--- src/include/agor_regs.vh ---
// Constants for the input, gain and offset register bank.
// Assumes a 32-bit APB slave with one register per aligned word.
`ifndef AGOR_REGS_VH
`define AGOR_REGS_VH

// Register indices; the byte address is four times the index.
`define AGOR_IDX_INPUT_CFG 8'h05
`define AGOR_IDX_RED_GAIN 8'h06
`define AGOR_IDX_GRN_GAIN 8'h07
`define AGOR_IDX_BLU_GAIN 8'h08
`define AGOR_IDX_RED_OFS 8'h09
`define AGOR_IDX_GRN_OFS 8'h0A
`define AGOR_IDX_BLU_OFS 8'h0B
`define AGOR_IDX_OFS_CFG 8'h0C
// Own status register: current routing, sync and black-level loop state.
`define AGOR_IDX_STATUS 8'h0D

`define AGOR_RST_INPUT_CFG 8'h00
`define AGOR_RST_GAIN 8'h55
`define AGOR_RST_OFS 8'h80
`define AGOR_RST_OFS_CFG 8'h00

// Input configuration fields.
`define AGOR_BIT_INPUT_SEL 0
`define AGOR_BIT_DC_COUPLE 1
`define AGOR_BIT_COLOUR 2
`define AGOR_BIT_SYNC_TYPE 3
`define AGOR_BIT_COMPOSITE_SYNC_SRC 4
`define AGOR_BIT_HOLD_CLAMP 5
`define AGOR_MASK_INPUT_CFG 8'h3F
// Offset converter fields.
`define AGOR_BIT_OFS_RANGE 0
`define AGOR_MASK_OFS_CFG 8'hFD
`define AGOR_LSB_RED 2
`define AGOR_LSB_GRN 4
`define AGOR_LSB_BLU 6

// Clamp levels in millivolts and fixed codes.
`define AGOR_CLAMP_LOW_MV 10'd300
`define AGOR_CLAMP_HIGH_MV 10'd600
`define AGOR_TARGET_ZERO 8'h00
`define AGOR_TARGET_MID 8'h80
`define AGOR_OFS_MID 8'h80

`endif

--- src/agor_regs_top.v ---
// APB register bank for input, gain and offset control of the
// three-channel digitizer front end, with its decoded analog controls.
// Assumes a single 40 MHz clock; analog pads and the PLL hold and clamp
// timing come from elsewhere and arrive here as asynchronous levels.
//
// The implementer's own choice: the APB interface to the registers.
`timescale 1ns/1ps
`default_nettype none
`include "agor_regs.vh"

module agor_regs_top (
    // Clock and reset
    input wire REF_CLK,
    input wire NRST,
    // APB slave
    input wire PSEL,
    input wire PENABLE,
    input wire PWRITE,
    input wire [31:0] PADDR,
    input wire [31:0] PWDATA,
    input wire [3:0] PSTRB,
    output reg [31:0] PRDATA,
    output reg PREADY,
    output reg PSLVERR,
    // Analog timing levels
    input wire CLAMP_WINDOW,
    input wire PLL_HOLD,
    input wire AUTO_BLACK_LEVEL_EN,
    // Sync inputs
    input wire GREEN_SYNC_INPUT,
    input wire HORIZONTAL_SYNC_INPUT,
    // Input routing and coupling
    output reg SECOND_INPUT_SET,
    output reg POS_TO_CLAMP,
    output reg NEG_TO_CLAMP,
    output reg INPUTS_TO_PADS,
    output reg ANALOG_CLAMP,
    // Colour space handling
    output reg [29:0] CLAMP_LEVEL_MV,
    output reg [2:0] HALF_SCALE_SHIFT,
    output reg [23:0] BLACK_TARGET,
    // Sync selection
    output reg COMPOSITE_SYNC,
    output reg SYNC_OUT,
    // Black level loop
    output reg AUTO_BLACK_LEVEL_RUN,
    // Gain and offset
    output reg [23:0] GAIN_CODE,
    output reg OFFSET_RANGE_QUARTER,
    output reg [29:0] OFFSET_DAC,
    output reg [26:0] DIGITAL_OFFSET,
    output reg OFFSET_DAC_ENABLE
);
    // ------------------------------------------------------------
    // Reset and input synchronisers
    // ------------------------------------------------------------
    reg [1:0] rst_sync;
    wire rst_n;
    // Two stages per asynchronous level; only the second is ever read.
    reg [4:0] in_s1;
    reg [4:0] in_s2;

    // Reset takes hold at once but lets go on a clock edge, so no
    // register sees its release in the middle of a setup window.
    always @(posedge REF_CLK or negedge NRST) begin
        if (!NRST) begin
            rst_sync <= 2'b00;
        end else begin
            rst_sync <= {rst_sync[0], 1'b1};
        end
    end
    assign rst_n = rst_sync[1];

    always @(posedge REF_CLK or negedge rst_n) begin
        if (!rst_n) begin
            in_s1 <= 5'h00;
            in_s2 <= 5'h00;
        end else begin
            in_s1 <= {CLAMP_WINDOW, PLL_HOLD, AUTO_BLACK_LEVEL_EN,
                      GREEN_SYNC_INPUT, HORIZONTAL_SYNC_INPUT};
            in_s2 <= in_s1;
        end
    end
    // A level change reaches the decoded outputs on the third edge that
    // samples it: two synchroniser stages and the output register.
    wire clamp_window = in_s2[4];
    wire pll_hold = in_s2[3];
    wire abl_en = in_s2[2];
    wire green_sync = in_s2[1];
    wire horiz_sync = in_s2[0];

    // ------------------------------------------------------------
    // Registers
    // ------------------------------------------------------------
    reg [7:0] input_configuration;
    reg [7:0] red_channel_gain;
    reg [7:0] green_channel_gain;
    reg [7:0] blue_channel_gain;
    reg [7:0] red_channel_offset;
    reg [7:0] green_channel_offset;
    reg [7:0] blue_channel_offset;
    reg [7:0] offset_converter_config;

    // ------------------------------------------------------------
    // Address decode
    // ------------------------------------------------------------
    // Word index from a byte address; misaligned or high bits miss.
    // Requiring the upper bits to be zero keeps the bank from showing
    // up again at aliases further along the bus.
    function [8:0] agor_index;
        input [31:0] addr;
        begin
            if (addr[1:0] != 2'b00 || addr[31:10] != 22'h0) begin
                agor_index = 9'h1FF;
            end else begin
                agor_index = {1'b0, addr[9:2]};
            end
        end
    endfunction

    wire [8:0] idx = agor_index(PADDR);
    wire access = PSEL && PENABLE && !PREADY;
    wire wr = access && PWRITE && PSTRB[0];
    wire [7:0] wbyte = PWDATA[7:0];
    reg hit;
    reg [7:0] rbyte;

    // ------------------------------------------------------------
    // Read data
    // ------------------------------------------------------------
    // Status word: live routing and active black-level loop.
    // Unmapped indices read as zero and clear hit.
    wire [7:0] status_byte = {2'b00, AUTO_BLACK_LEVEL_RUN, SYNC_OUT,
                              COMPOSITE_SYNC, ANALOG_CLAMP,
                              INPUTS_TO_PADS, SECOND_INPUT_SET};

    always @* begin
        hit = 1'b1;
        rbyte = 8'h00;
        case (idx)
            {1'b0, `AGOR_IDX_INPUT_CFG}: rbyte = input_configuration;
            {1'b0, `AGOR_IDX_RED_GAIN}: rbyte = red_channel_gain;
            {1'b0, `AGOR_IDX_GRN_GAIN}: rbyte = green_channel_gain;
            {1'b0, `AGOR_IDX_BLU_GAIN}: rbyte = blue_channel_gain;
            {1'b0, `AGOR_IDX_RED_OFS}: rbyte = red_channel_offset;
            {1'b0, `AGOR_IDX_GRN_OFS}: rbyte = green_channel_offset;
            {1'b0, `AGOR_IDX_BLU_OFS}: rbyte = blue_channel_offset;
            {1'b0, `AGOR_IDX_OFS_CFG}: rbyte = offset_converter_config;
            {1'b0, `AGOR_IDX_STATUS}: rbyte = status_byte;
            default: hit = 1'b0;
        endcase
    end

    // ------------------------------------------------------------
    // Bus response and register writes
    // ------------------------------------------------------------
    // One wait state: the access phase is answered on its first edge.
    // Reserved bits are masked on write so they always read as zero.
    // A refused access still gets its ready pulse, so the host never
    // waits for an answer that will not come.
    // The status index decodes as a hit but stores nothing on write.
    always @(posedge REF_CLK or negedge rst_n) begin
        if (!rst_n) begin
            input_configuration <= `AGOR_RST_INPUT_CFG;
            red_channel_gain <= `AGOR_RST_GAIN;
            green_channel_gain <= `AGOR_RST_GAIN;
            blue_channel_gain <= `AGOR_RST_GAIN;
            red_channel_offset <= `AGOR_RST_OFS;
            green_channel_offset <= `AGOR_RST_OFS;
            blue_channel_offset <= `AGOR_RST_OFS;
            offset_converter_config <= `AGOR_RST_OFS_CFG;
            PRDATA <= 32'h00000000;
            PREADY <= 1'b0;
            PSLVERR <= 1'b0;
        end else begin
            PREADY <= access;
            PSLVERR <= access && !hit;
            PRDATA <= (access && !PWRITE && hit) ? {24'h000000, rbyte}
                                                 : 32'h00000000;
            if (wr && hit) begin
                case (idx)
                    {1'b0, `AGOR_IDX_INPUT_CFG}:
                        input_configuration <=
                            wbyte & `AGOR_MASK_INPUT_CFG;
                    {1'b0, `AGOR_IDX_RED_GAIN}: red_channel_gain <= wbyte;
                    {1'b0, `AGOR_IDX_GRN_GAIN}: green_channel_gain <= wbyte;
                    {1'b0, `AGOR_IDX_BLU_GAIN}: blue_channel_gain <= wbyte;
                    {1'b0, `AGOR_IDX_RED_OFS}: red_channel_offset <= wbyte;
                    {1'b0, `AGOR_IDX_GRN_OFS}: green_channel_offset <= wbyte;
                    {1'b0, `AGOR_IDX_BLU_OFS}: blue_channel_offset <= wbyte;
                    {1'b0, `AGOR_IDX_OFS_CFG}:
                        offset_converter_config <=
                            wbyte & `AGOR_MASK_OFS_CFG;
                    default: begin
                    end
                endcase
            end
        end
    end

    // ------------------------------------------------------------
    // Offset channels
    // ------------------------------------------------------------
    // All three channels share one synchronised enable, so they change
    // between manual and digital offset on the same edge.
    wire [9:0] dac_r, dac_g, dac_b;
    wire [8:0] dig_r, dig_g, dig_b;
    wire en_r, en_g, en_b;

    agor_offset_chan u_red (
        .code(red_channel_offset),
        .low_bits(offset_converter_config[`AGOR_LSB_RED+1:`AGOR_LSB_RED]),
        .auto_black_level(abl_en),
        .dac_word(dac_r),
        .digital_offset(dig_r),
        .dac_enable(en_r)
    );
    agor_offset_chan u_green (
        .code(green_channel_offset),
        .low_bits(offset_converter_config[`AGOR_LSB_GRN+1:`AGOR_LSB_GRN]),
        .auto_black_level(abl_en),
        .dac_word(dac_g),
        .digital_offset(dig_g),
        .dac_enable(en_g)
    );
    agor_offset_chan u_blue (
        .code(blue_channel_offset),
        .low_bits(offset_converter_config[`AGOR_LSB_BLU+1:`AGOR_LSB_BLU]),
        .auto_black_level(abl_en),
        .dac_word(dac_b),
        .digital_offset(dig_b),
        .dac_enable(en_b)
    );

    // ------------------------------------------------------------
    // Decoded analog controls
    // ------------------------------------------------------------
    wire dc_mode = input_configuration[`AGOR_BIT_DC_COUPLE];
    wire yuv = input_configuration[`AGOR_BIT_COLOUR];
    wire composite_sync_sel = input_configuration[`AGOR_BIT_SYNC_TYPE];
    wire csrc = input_configuration[`AGOR_BIT_COMPOSITE_SYNC_SRC];
    wire hold_clamp = input_configuration[`AGOR_BIT_HOLD_CLAMP];
    // Clamping and the black loop pause in PLL hold unless told not to.
    wire loop_ok = !pll_hold || hold_clamp;

    // Every control is registered once more so each output comes from a
    // flip-flop; it follows a register write by one edge. The reset
    // values describe an AC-coupled RGB front end with manual offset.
    always @(posedge REF_CLK or negedge rst_n) begin
        if (!rst_n) begin
            SECOND_INPUT_SET <= 1'b0;
            POS_TO_CLAMP <= 1'b0;
            NEG_TO_CLAMP <= 1'b1;
            INPUTS_TO_PADS <= 1'b0;
            ANALOG_CLAMP <= 1'b0;
            CLAMP_LEVEL_MV <= {3{`AGOR_CLAMP_LOW_MV}};
            HALF_SCALE_SHIFT <= 3'b111;
            BLACK_TARGET <= {3{`AGOR_TARGET_ZERO}};
            COMPOSITE_SYNC <= 1'b0;
            SYNC_OUT <= 1'b0;
            AUTO_BLACK_LEVEL_RUN <= 1'b0;
            GAIN_CODE <= {3{`AGOR_RST_GAIN}};
            OFFSET_RANGE_QUARTER <= 1'b0;
            OFFSET_DAC <= {3{`AGOR_RST_OFS, 2'b00}};
            DIGITAL_OFFSET <= 27'h0;
            OFFSET_DAC_ENABLE <= 1'b1;
        end else begin
            SECOND_INPUT_SET <=
                input_configuration[`AGOR_BIT_INPUT_SEL];
            // AC mode: positive leg clamps in the window, negative leg
            // is held on the clamp converter and off the pad.
            POS_TO_CLAMP <= !dc_mode && clamp_window && loop_ok;
            NEG_TO_CLAMP <= !dc_mode;
            INPUTS_TO_PADS <= dc_mode;
            ANALOG_CLAMP <= !dc_mode && clamp_window && loop_ok;
            // Order is {red, green, blue}.
            if (yuv) begin
                CLAMP_LEVEL_MV <= {`AGOR_CLAMP_HIGH_MV, `AGOR_CLAMP_LOW_MV,
                                   `AGOR_CLAMP_HIGH_MV};
                HALF_SCALE_SHIFT <= 3'b010;
                BLACK_TARGET <= {`AGOR_TARGET_MID, `AGOR_TARGET_ZERO,
                                 `AGOR_TARGET_MID};
            end else begin
                CLAMP_LEVEL_MV <= {3{`AGOR_CLAMP_LOW_MV}};
                HALF_SCALE_SHIFT <= 3'b111;
                BLACK_TARGET <= {3{`AGOR_TARGET_ZERO}};
            end
            COMPOSITE_SYNC <= composite_sync_sel;
            // Separate sync always passes the horizontal input.
            // The source bit is ignored then, so a stale setting is inert.
            SYNC_OUT <= (composite_sync_sel && !csrc) ? green_sync
                                             : horiz_sync;
            AUTO_BLACK_LEVEL_RUN <= abl_en && loop_ok;
            // Gain = 0.5 + code/170 is realised by the analog stage.
            GAIN_CODE <= {red_channel_gain, green_channel_gain,
                          blue_channel_gain};
            OFFSET_RANGE_QUARTER <=
                offset_converter_config[`AGOR_BIT_OFS_RANGE];
            OFFSET_DAC <= {dac_r, dac_g, dac_b};
            DIGITAL_OFFSET <= {dig_r, dig_g, dig_b};
            OFFSET_DAC_ENABLE <= en_r & en_g & en_b;
        end
    end
endmodule
`default_nettype wire

--- src/agor_offset_chan.v ---
// One channel's offset path: manual 10-bit converter word or signed
// digital offset, depending on the auto black level enable.
// Assumes inputs are stable register outputs on the same clock.
`timescale 1ns/1ps
`default_nettype none
`include "agor_regs.vh"

module agor_offset_chan (
    input wire [7:0] code,
    input wire [1:0] low_bits,
    input wire auto_black_level,
    output wire [9:0] dac_word,
    output wire [8:0] digital_offset,
    output wire dac_enable
);
    // Upper eight bits from the offset code, low two from config.
    assign dac_word = {code, low_bits};
    // Code minus midpoint, giving -0x80 .. +0x7F, one count per step.
    assign digital_offset = {1'b0, code}
                            - {1'b0, `AGOR_OFS_MID};
    assign dac_enable = ~auto_black_level;
endmodule
`default_nettype wire

--- config.mk ---
export PLATFORM = sky130hd
export DESIGN_NAME = agor_regs_top
export DESIGN_NICKNAME = d
export VERILOG_FILES = /design/src/agor_regs_top.v /design/src/agor_offset_chan.v
export VERILOG_INCLUDE_DIRS = /design/src /design/src/include
export SDC_FILE = /design/constraint.sdc
export NUM_CORES = 1
export LEC_CHECK = 0
export ABC_CLOCK_PERIOD_IN_PS = 10950
export BUFFER_PORTS_ARGS = -buffer_cell sky130_fd_sc_hd__buf_2
export CORE_UTILIZATION = 55
export DETAILED_ROUTE_END_ITERATION = 10
export PLACE_DENSITY = 0.87
export SYNTH_ARGS = -nofsm -noshare
export SYNTH_HDL_FRONTEND = slang
export SYNTH_HIERARCHICAL = 1
export SYNTH_SLANG_ARGS = --single-unit
--- constraint.sdc ---
create_clock -name REF_CLK -period 10.95 [get_ports REF_CLK]
set_input_delay 1.6425 -clock REF_CLK [delete_from_list [all_inputs] [get_ports REF_CLK]]
set_output_delay 1.6425 -clock REF_CLK [all_outputs]
set_load 0.01 [all_outputs]
# Word-level counts from Yosys, hierarchy flattened
# Index checks and enable logic that the tools add are counted.
[word_totals]
ff_bits = 230
in_bits = 78
[op_classes]
add_sub_neg = 3
n_eq_ne = 9
n_mux = 8
bitwise = 1
n_reduce_logical = 31
[op_table]
columns = ["op", "n"]
rows = [
  ["8-bit case mux with 9 select lines", 1],
  ["9-bit by 4-bit == test with 1-bit output, second input constant", 6],
  ["30-bit 2-to-1 mux", 1],
  ["9-bit by 3-bit == test with 1-bit output, second input constant", 3],
  ["8-bit by 8-bit subtractor with 9-bit output, second input constant", 3],
  ["24-bit 2-to-1 mux", 1],
  ["22-bit nonzero test", 1],
  ["2-bit AND reduction", 8],
  ["1-bit logical AND", 12],
  ["9-bit 2-to-1 mux", 1],
  ["9-bit OR reduction", 1],
  ["8-bit 2-to-1 mux", 1],
  ["1-bit logical NOT", 6],
  ["3-bit 2-to-1 mux", 1],
  ["1-bit logical OR", 2],
  ["1-bit 2-to-1 mux", 2],
  ["2-bit nonzero test", 1],
  ["1-bit NOT", 1],
]

# Longest topological paths before layout
# Gate-level depths: netlist of run 1.
[depth]
depth_word = 8
ltp_mapped = 7
ltp_nobuf = 4

# Modules after synthesis
# Netlist of run 1, hierarchy kept.
[modules_own_cells]
columns = ["module", "n_inst", "cells_per_inst", "area_per_inst_um2"]
rows = [
  ["agor_regs_top", 1, 455, 7128.1],
  ["agor_offset_chan", 3, 20, 142.6],
]

# Worst setup path after synthesis of run 1
# No wires, ideal clock.
[synth_timing]
path_kind = "input port to flip-flop"
startpoint = "in PADDR[25]"
endpoint = "reg green_channel_offset[0]"
setup_ns = 0.125
arrival_ns = 3.275
t_required_ns = 10.825
setup_slack_ns = 7.550
cell_stages = 4
path_cell_list = "nor4_2 nand3_4 nor4_4 mux2_4"
[synth_via]
elab_chain_len = 8
elab_cells_between_ends = 16
cone_classes = "eq/ne: 9; mux: 2; reduce/logical: 5"
[synth_lines]
columns = ["item", "line_no", "rtl"]
rows = [
  ["start: declaration", "agor_regs_top.v:19", "input wire [31:0] PADDR,"],
  ["22-bit nonzero test *", "agor_regs_top.v:113", "if (addr[1:0] != 2'b00 || addr[31:10] != 22'h0) begin"],
  ["1-bit logical OR *", "agor_regs_top.v:113", ""],
  ["9-bit 2-to-1 mux *", "agor_regs_top.v:113", ""],
  ["9-bit by 4-bit == test with 1-bit output, or another cell as far along", "agor_regs_top.v:140", "case (idx)"],
  ["9-bit OR reduction (no line)", "n/a", ""],
  ["1-bit 2-to-1 mux", "agor_regs_top.v:140", ""],
  ["1-bit logical AND", "agor_regs_top.v:180", "if (wr && hit) begin"],
  ["2-bit AND reduction (no line) *", "n/a", ""],
  ["end signal: assignment", "agor_regs_top.v:169", "green_channel_offset <= `AGOR_RST_OFS;"],
  ["end signal: assignment", "agor_regs_top.v:189", "{1'b0, `AGOR_IDX_GRN_OFS}: green_channel_offset <= wbyte;"],
  ["end: declaration", "agor_regs_top.v:100", "reg [7:0] green_channel_offset;"],
]
# Every way passes the cells marked *; elsewhere a longest branch is shown, timed or not.
# A chain may end at the register's enable or synchronous reset.

# Worst setup path in the final report of run 1
[layout_timing]
startpoint = "in PADDR[2]"
endpoint = "reg red_channel_offset[0]"
[layout_via]
elab_chain_len = 6
elab_cells_between_ends = 14
cone_classes = "eq/ne: 9; mux: 2; reduce/logical: 3"
[layout_lines]
columns = ["item", "line_no", "rtl"]
rows = [
  ["9-bit 2-to-1 mux *", "agor_regs_top.v:113", ""],
  ["9-bit by 4-bit == test with 1-bit output, or another cell as far along", "agor_regs_top.v:140", ""],
  ["9-bit OR reduction (no line)", "n/a", ""],
  ["1-bit 2-to-1 mux", "agor_regs_top.v:140", ""],
  ["1-bit logical AND", "agor_regs_top.v:180", ""],
  ["2-bit AND reduction (no line) *", "n/a", ""],
  ["end signal: assignment", "agor_regs_top.v:168", "red_channel_offset <= `AGOR_RST_OFS;"],
  ["end signal: assignment", "agor_regs_top.v:188", "{1'b0, `AGOR_IDX_RED_OFS}: red_channel_offset <= wbyte;"],
  ["end: declaration", "agor_regs_top.v:99", "reg [7:0] red_channel_offset;"],
]
# Marks and branches as above.

==> results of run 1 <==
==> cell usage after synthesis, types with 4 or more instances <==
cell type  instances
dfrtp_1          142
buf_4            135
mux2_4            48
dfstp_2           33
nand2_1           14
mux2_1            13
nor4_4            12
mux2_2             9
mux2i_1            9
clkbuf_1           8
inv_1              8
nand3_1            6
o21ai_0            6
nor2b_1            5
nor3b_1            5
a21oi_1            4
a22o_1             4
a31oi_1            4
==> final cells by class <==
class / instances / area share [%]
diodes: 1 / 0.02974
clock buffers: 20 / 5.428
clock inverters: 12 / 2.142
inverters: 8 / 0.3569
multi-input cells: 248 / 26.64
flip-flops and latches: 175 / 52.59
well taps: 176 / 2.617
repair buffers: 170 / 10.20
==> cells by family after synthesis <==
| group | Yosys count |
|---|---|
| AOI/OAI and AO/OA | 32 |
| buffers and inverters | 156 |
| DFF | 175 |
| muxes | 82 |
| other | 2 |
| and+or+nand+nor | 68 |
==> power by group <==
part / internal [mW] / leakage, nW / switching, mW
Clock: 0.396 / 0.307 / 0.250
Sequential: 0.651 / 2.26 / 0.00143
Combinational: 0.0141 / 1.81 / 0.0443
==> cell usage in the layout (no fill, tap or decap), drive strengths merged, types with 4 or more instances in the layout <==
cell type	Yosys	layout
buf	138	170
dfrtp	142	142
mux2	70	70
conb	2	66
dfstp	33	33
clkbuf	10	20
nand2	15	15
nor4	15	15
inv	8	11
mux2i	9	9
nand3	8	8
o21ai	6	6
nor3b	5	5
nor2b	5	5
a31oi	4	4
a22o	4	4
a21oi	4	4
bufinv	0	4
==> per-stage QoR <==
| step | cell area, µm² | setup WS (ns) | cells |
|---|---|---|---|
| after floorplan | 7796 | 5.770 | 579 |
| after global placement | 7774 | 6.664 | 777 |
| after detailed placement | 7774 | 6.636 | 777 |
| after CTS | 8411 | 7.080 | 809 |
| after global routing | 8413 | 6.991 | 810 |
| final | 8413 | 7.055 | 810 |
==> worst max-delay path: stages <==
cell and delay, ns:
buf_2 0.09, buf_4 0.37, nor2b_1 0.71, nand2_1 0.20, nor4_4 0.82, mux2_4 0.36
==> layer usage <==
layer | global-route usage [%] | routed length (µm)
met1 | 26.75 | 5756
met2 | 37.14 | 7813
met3 | 5.172 | 967
met4 | 12.18 | 404
met5 | 0 | 0
==> state kept, by name, indices dropped and copies added (netlist names), 2 cells and up <==
register,cells
blue_channel_offset,8
red_channel_offset,8
green_channel_offset,8
green_channel_gain,8
offset_converter_config,7
red_channel_gain,8
input_configuration,6
blue_channel_gain,8
in_s1,5
OFFSET_DAC,30
rst_sync,2
GAIN_CODE,24
in_s2,5
DIGITAL_OFFSET,27
PRDATA,8
==> path summary, 6_finish.rpt <==
path	cells past startpoint	slack (ns)	end	from
max	6	7.06	red_channel_offset[0]	PADDR[2]
min	0	0.35	in_s2[2]	in_s1[2]
max reg2reg	4	8.46	green_channel_gain[5]	PREADY
min reg2reg	0	0.35	in_s2[2]	in_s1[2]
max in group asynchronous	2	8.72	DIGITAL_OFFSET[10]	rst_sync[1]
min in group asynchronous	1	0.59	DIGITAL_OFFSET[13]	rst_sync[1]
==> results.yml, run 1 <==
placement:
  gp_congestion: 0.7960
  dp.final_hpwl_mm: 9.844
  io_buffers: 167
critical_path:
  crit_arrival_ns: 4.21
  cp-end-kind: "register"
  startpoint_type: "input port"
  critPathKind: "input port to register"
  critical_path_required_ns: 11.27
  cp_max_fo: 30
die:
  die_area_mm2: 0.01421
  coreArea_mm2: 0.01330
  rows: 42
  die_h_um: 119.2
  fp.dieW_um: 119.2
  ios: 260
  start_util_pct: 56.83
sta:
  max_freq_ghz: 0.2568
  finalMaxSlewViolations: 0
  tightest_slew_ns: 1.135
  setup_violations: 0
  finalCriticalPeriod_ns: 3.895
  fin_crit_sh_pct: 35.57
  fin_worst_skew_ns: 0.006973
  hold_slack_ns: 0.3476
  rsz0062_at_grt: "no"
  fin_tns_setup_ns: 0
  final_hold_viol_count: 0
  slew_headroom_pct: 23.78
routing:
  drt-total-wl_mm: 14.94
  drc_errors: 0
  vias: 4070
  antenna_left: 0
  drt_iter0_markers: 264
  wl_per_cell_um: 18.45
  vias_per_cell: 5.025
  drt_first_pass_iters: 4
clock_tree:
  cts_resized: 0
  ctsHtreeMaxLevel: 4
  cts.root.buffer_cell: "clkbuf_16"
  clock_latency_ns: 0.43
  cts_inserted_buffers: 17
  clk_pin_slew_ns: 0.06
  cts_tree: "done"
  cts_sinks: 175
  postCtsSetupRepairBufs: 0
  cts.path.max_buffers: 2
  ctsHoldBuffers: 0
yosys:
  syn_inst: 515
  muxShareOfSynthArea_pct: 14.90
  synth-adder-area-share_pct: 0
  synth-simple-area-share_pct: 8.362
  ys.warnings.count: 6
  synth-seq-area-share_pct: 58.50
  yosysTopAreaCellShare_pct: 47.03
  synth_area_mm2: 0.007556
  ys_ff_latch: 175
  synth_area_leaders: "dfrtp_1 47%, buf_4 13%, dfstp_2 11%"
  synth_compound_area_share_pct: 3.113
  synth_largest_area_cell: "dfrtp_1"
  ys_types: 42
  synthXorXnorAreaFrac_pct: 0
  synth.avg_cell_area_um2: 14.67
  synth_edf_count: 0
  ys.flop_type: "dfrtp_1"
  synth_top_family_by_area: "buffers and inverters"
  synthArstFlopShare_pct: 100.0
global_route:
  grt_pass1_wl_mm: 23.07
  gr-total-overflow: 0
  grt_pass1_vias: 4143
  grt_use_total_pct: 22.28
  grt_max_degree: 88
  antenna_found_initial: 1
power_and_ir_drop:
  power_mw: 1.356
  leakage_nw: 4.381
  peakVddDrop_mv: 0.09215
  power_density_mw_per_mm2: 161.2
final_layout:
  syn_to_final_growth_pct: 11.34
  regArea_mm2: 0.004424
  drive_gt1_share_pct: 50.08
  num-fill-cells: 934
  multi_input_area_mm2: 0.002241
  post-route-util_pct: 63.28
  final_nets: 698
run_status:
  status: "finished, final reports clean"
worst_hold_path:
  hold_class: "register to register"
flow_run:
  maxCapViolations: 0
(Power assumes the default switching activity.)
==> run 2, diff against run 1 <==
--- a/config.mk
+++ b/config.mk
@@ -6,11 +6,12 @@
 export SDC_FILE = /design/constraint.sdc
 export NUM_CORES = 1
 export LEC_CHECK = 0
-export ABC_CLOCK_PERIOD_IN_PS = 10950
+export ABC_AREA = 1
+export ABC_CLOCK_PERIOD_IN_PS = 3860
 export BUFFER_PORTS_ARGS = -buffer_cell sky130_fd_sc_hd__buf_2
-export CORE_UTILIZATION = 55
+export CORE_UTILIZATION = 50
 export DETAILED_ROUTE_END_ITERATION = 10
-export PLACE_DENSITY = 0.87
+export PLACE_DENSITY = 0.8
 export SYNTH_ARGS = -nofsm -noshare
 export SYNTH_HDL_FRONTEND = slang
 export SYNTH_HIERARCHICAL = 1
==> constraint.sdc (replaced) <==
create_clock -name REF_CLK -period 3.86 [get_ports REF_CLK]
set_input_delay 0.579 -clock REF_CLK [delete_from_list [all_inputs] [get_ports REF_CLK]]
set_output_delay 0.579 -clock REF_CLK [all_outputs]
set_load 0.01 [all_outputs]
==> run 2 against run 1 <==
Net effect: setup slack got worse by 5.7 ns; first-iteration DRC count increased by 140%; clock power increased to 2.6 times the previous value; die area increased by 7.9%; sequential share of layout area increased by 0.92 points; cell area decreased by 1.7%; critical path type unchanged; largest cell class unchanged; largest power group unchanged; highest routed layer is now met5.
==> results.yml, run 2 <==
yosys:
  synth.avg_cell_area_um2: 10.26
  ys.flop_type: "dfrtp_1"
  yosysTopAreaCellShare_pct: 47.88
  synthArstFlopShare_pct: 100.0
  ys_ff_latch: 175
  synthTopCellsByCount: "185 x nand2_1, 142 x dfrtp_1, 136 x buf_4, 65 x nand4_1, 37 x inv_1"
  syn_inst: 723
  synth-seq-area-share_pct: 59.57
  synth_largest_area_cell: "dfrtp_1"
  synth_area_leaders: "dfrtp_1 48%, buf_4 14%, dfstp_2 12%"
  ys.warnings.count: 6
  yosysMostFrequentCell: "nand2_1"
  ys_types: 31
  synth_area_mm2: 0.007421
  synth_edf_count: 0
critical_path:
  reg2reg_depth: 6
  startpoint_type: "input port"
  critPathKind: "input port to register"
  crit_arrival_ns: 2.84
  critical_path_required_ns: 4.22
  timing.rr.start: "PREADY"
  crit_start: "PADDR[29]"
  r2r_slack_ns: 1.52
  cp_max_fo: 25
  r2r_end: "red_channel_offset[2]"
  cp-end-kind: "register"
power_and_ir_drop:
  peakVddDrop_mv: 0.3581
  internal-power_mw: 2.843
  combPwrFrac_pct: 3.8
  leakage_nw: 4.483
  sequentialPowerShare_pct: 50.7
  swShare_pct: 22.29
  power_mw: 3.658
  p_clk_share_pct: 45.5
  netSwitchingPower_mw: 0.8153
  power_density_mw_per_mm2: 442.4
global_route:
  grt_pass1_vias: 4840
  antenna_found_initial: 1
  grt_max_degree: 92
  grt_use_total_pct: 22.20
  gr-total-overflow: 0
  grt_pass1_wl_mm: 25.12
die:
  ios: 260
  rows: 44
  fp.dieW_um: 123.8
  coreArea_mm2: 0.01453
  die_area_mm2: 0.01533
  die_h_um: 123.8
  start_util_pct: 51.06
clock_tree:
  ctsHoldBuffers: 1
  ctsHtreeMaxLevel: 4
  cts_tree: "done"
  cts.root.buffer_cell: "clkbuf_16"
  cts_sinks: 175
  clock_latency_ns: 0.42
  cts_inserted_buffers: 17
  postCtsSetupRepairBufs: 0
  clk_pin_slew_ns: 0.07
  cts.path.max_buffers: 2
  cts_resized: 0
final_layout:
  stdcell_area_mm2: 0.008268
  final_nets: 905
  layout_common_cells: "185 x nand2_1, 167 x buf_2, 141 x dfrtp_1, 66 x conb_1, 65 x nand4_1"
  reg_top3: "OFFSET_DAC: 30 flops, DIGITAL_OFFSET: 27 flops, GAIN_CODE: 24 flops"
  largest_reg_flops: 30
  regMostFlops: "OFFSET_DAC"
  antenna_cells: 0
  final_cells: 1024
  syn_to_final_growth_pct: 11.41
  drive_gt1_share_pct: 31.43
  post-route-util_pct: 56.89
  final_common_cell: "nand2_1"
worst_hold_path:
  hold_class: "register to asynchronous set/reset pin"
placement:
  io_buffers: 167
  dp.final_hpwl_mm: 11.33
  gp_congestion: 0.8955
  place_ws_ns: 1.054
  post_dp_cell_area_mm2: 0.007669
  dpl.cell_count: 991
sta:
  max_freq_ghz: 0.4031
  setup_violations: 0
  fin_crit_sh_pct: 64.27
  finalMaxSlewViolations: 0
  rsz0062_at_grt: "no"
  finalCriticalPeriod_ns: 2.481
  tightest_slew_ns: 0.9797
  fin_tns_setup_ns: 0
  slew_headroom_pct: 34.29
  hold_slack_ns: 0.2584
  setup_slack_ns: 1.379
  fin_worst_skew_ns: 0.006862
  final_hold_viol_count: 0
routing:
  vias_per_cell: 5.072
  drc_errors: 0
  drt_iter0_markers: 626
  drt-total-wl_mm: 16.49
  wl_per_cell_um: 16.10
  drt_first_pass_iters: 5
  antenna_left: 0
  vias: 5194
run_status:
  status: "finished, final reports clean"
flow_run:
  maxCapViolations: 0
==> run 2: cell types whose count changed after synthesis, sizes merged, moves of 10 or more <==
| cell | delta |
|---|---|
| buf | +10 |
| nand4 | +70 |
| nand2 | +173 |
| inv | +33 |
| mux2 | -70 |
| o21ai | +16 |
| nor2 | +39 |
| nor4 | -15 |
==> run 2: area by class of cell <==
cell class / instances / area [µm²]
Clock buffer: 22 / 484.2
Clock inverter: 10 / 105.1
Fill cell: 1211 / 6266
Inverter: 43 / 161.4
Multi-Input combinational cell: 417 / 1967
Sequential cell: 175 / 4424
Tap cell: 184 / 230.2
Timing Repair Buffer: 173 / 895.9
==> run 2: kinds of logic (layout without fill, tap and decap cells) <==
family	count (synthesis)	count (layout)	share of synthesized area, %
simple gates	324	324	21.09
buf+inv	195	248	17.16
flops	175	175	59.57
compound gates	27	27	2.074
other cells	2	66	0.1012
==> run 2: critical path, stage by stage <==
cell and delay (ns):
buf_2 0.09, nor2_1 0.09, nand2_1 0.09, nor2_4 0.17, nand3_4 0.12, nor2_2 0.15, nand3_1 0.12, nand2_1 0.13
nor2_4 0.06, a21oi_4 0.55, buf_4 0.40, nand4_1 0.16, nand2_1 0.10
==> run 2: power groups by stage <==
stage | Combinational, mW | Sequential (mW) | Clock [mW]
3_3_place_gp | 0.133 | 1.89 | 0
6_report | 0.138 | 1.86 | 1.66
2_1_floorplan | 0.103 | 1.91 | 0
5_1_grt | 0.155 | 1.86 | 1.76
4_1_cts | 0.137 | 1.86 | 1.68
3_5_place_dp | 0.136 | 1.89 | 0
==> run 2: worst max path at each step <==
stage / end / slack (ns) / cells past startpoint
after floorplan: ANALOG_CLAMP / 1.0 / 0
after global placement: blue_channel_gain[1] / 1.09 / 13
after detailed placement: green_channel_gain[3] / 1.05 / 13
after CTS: red_channel_offset[2] / 1.45 / 13
after global routing: blue_channel_gain[4] / 1.18 / 13
final: red_channel_offset[2] / 1.38 / 13
==> run 2: metal layers <==
metal	global-route usage, %	routed length, µm
met1	27.33	6143
met2	35.14	7934
met3	6.777	1714
met4	11.67	684
met5	0	10
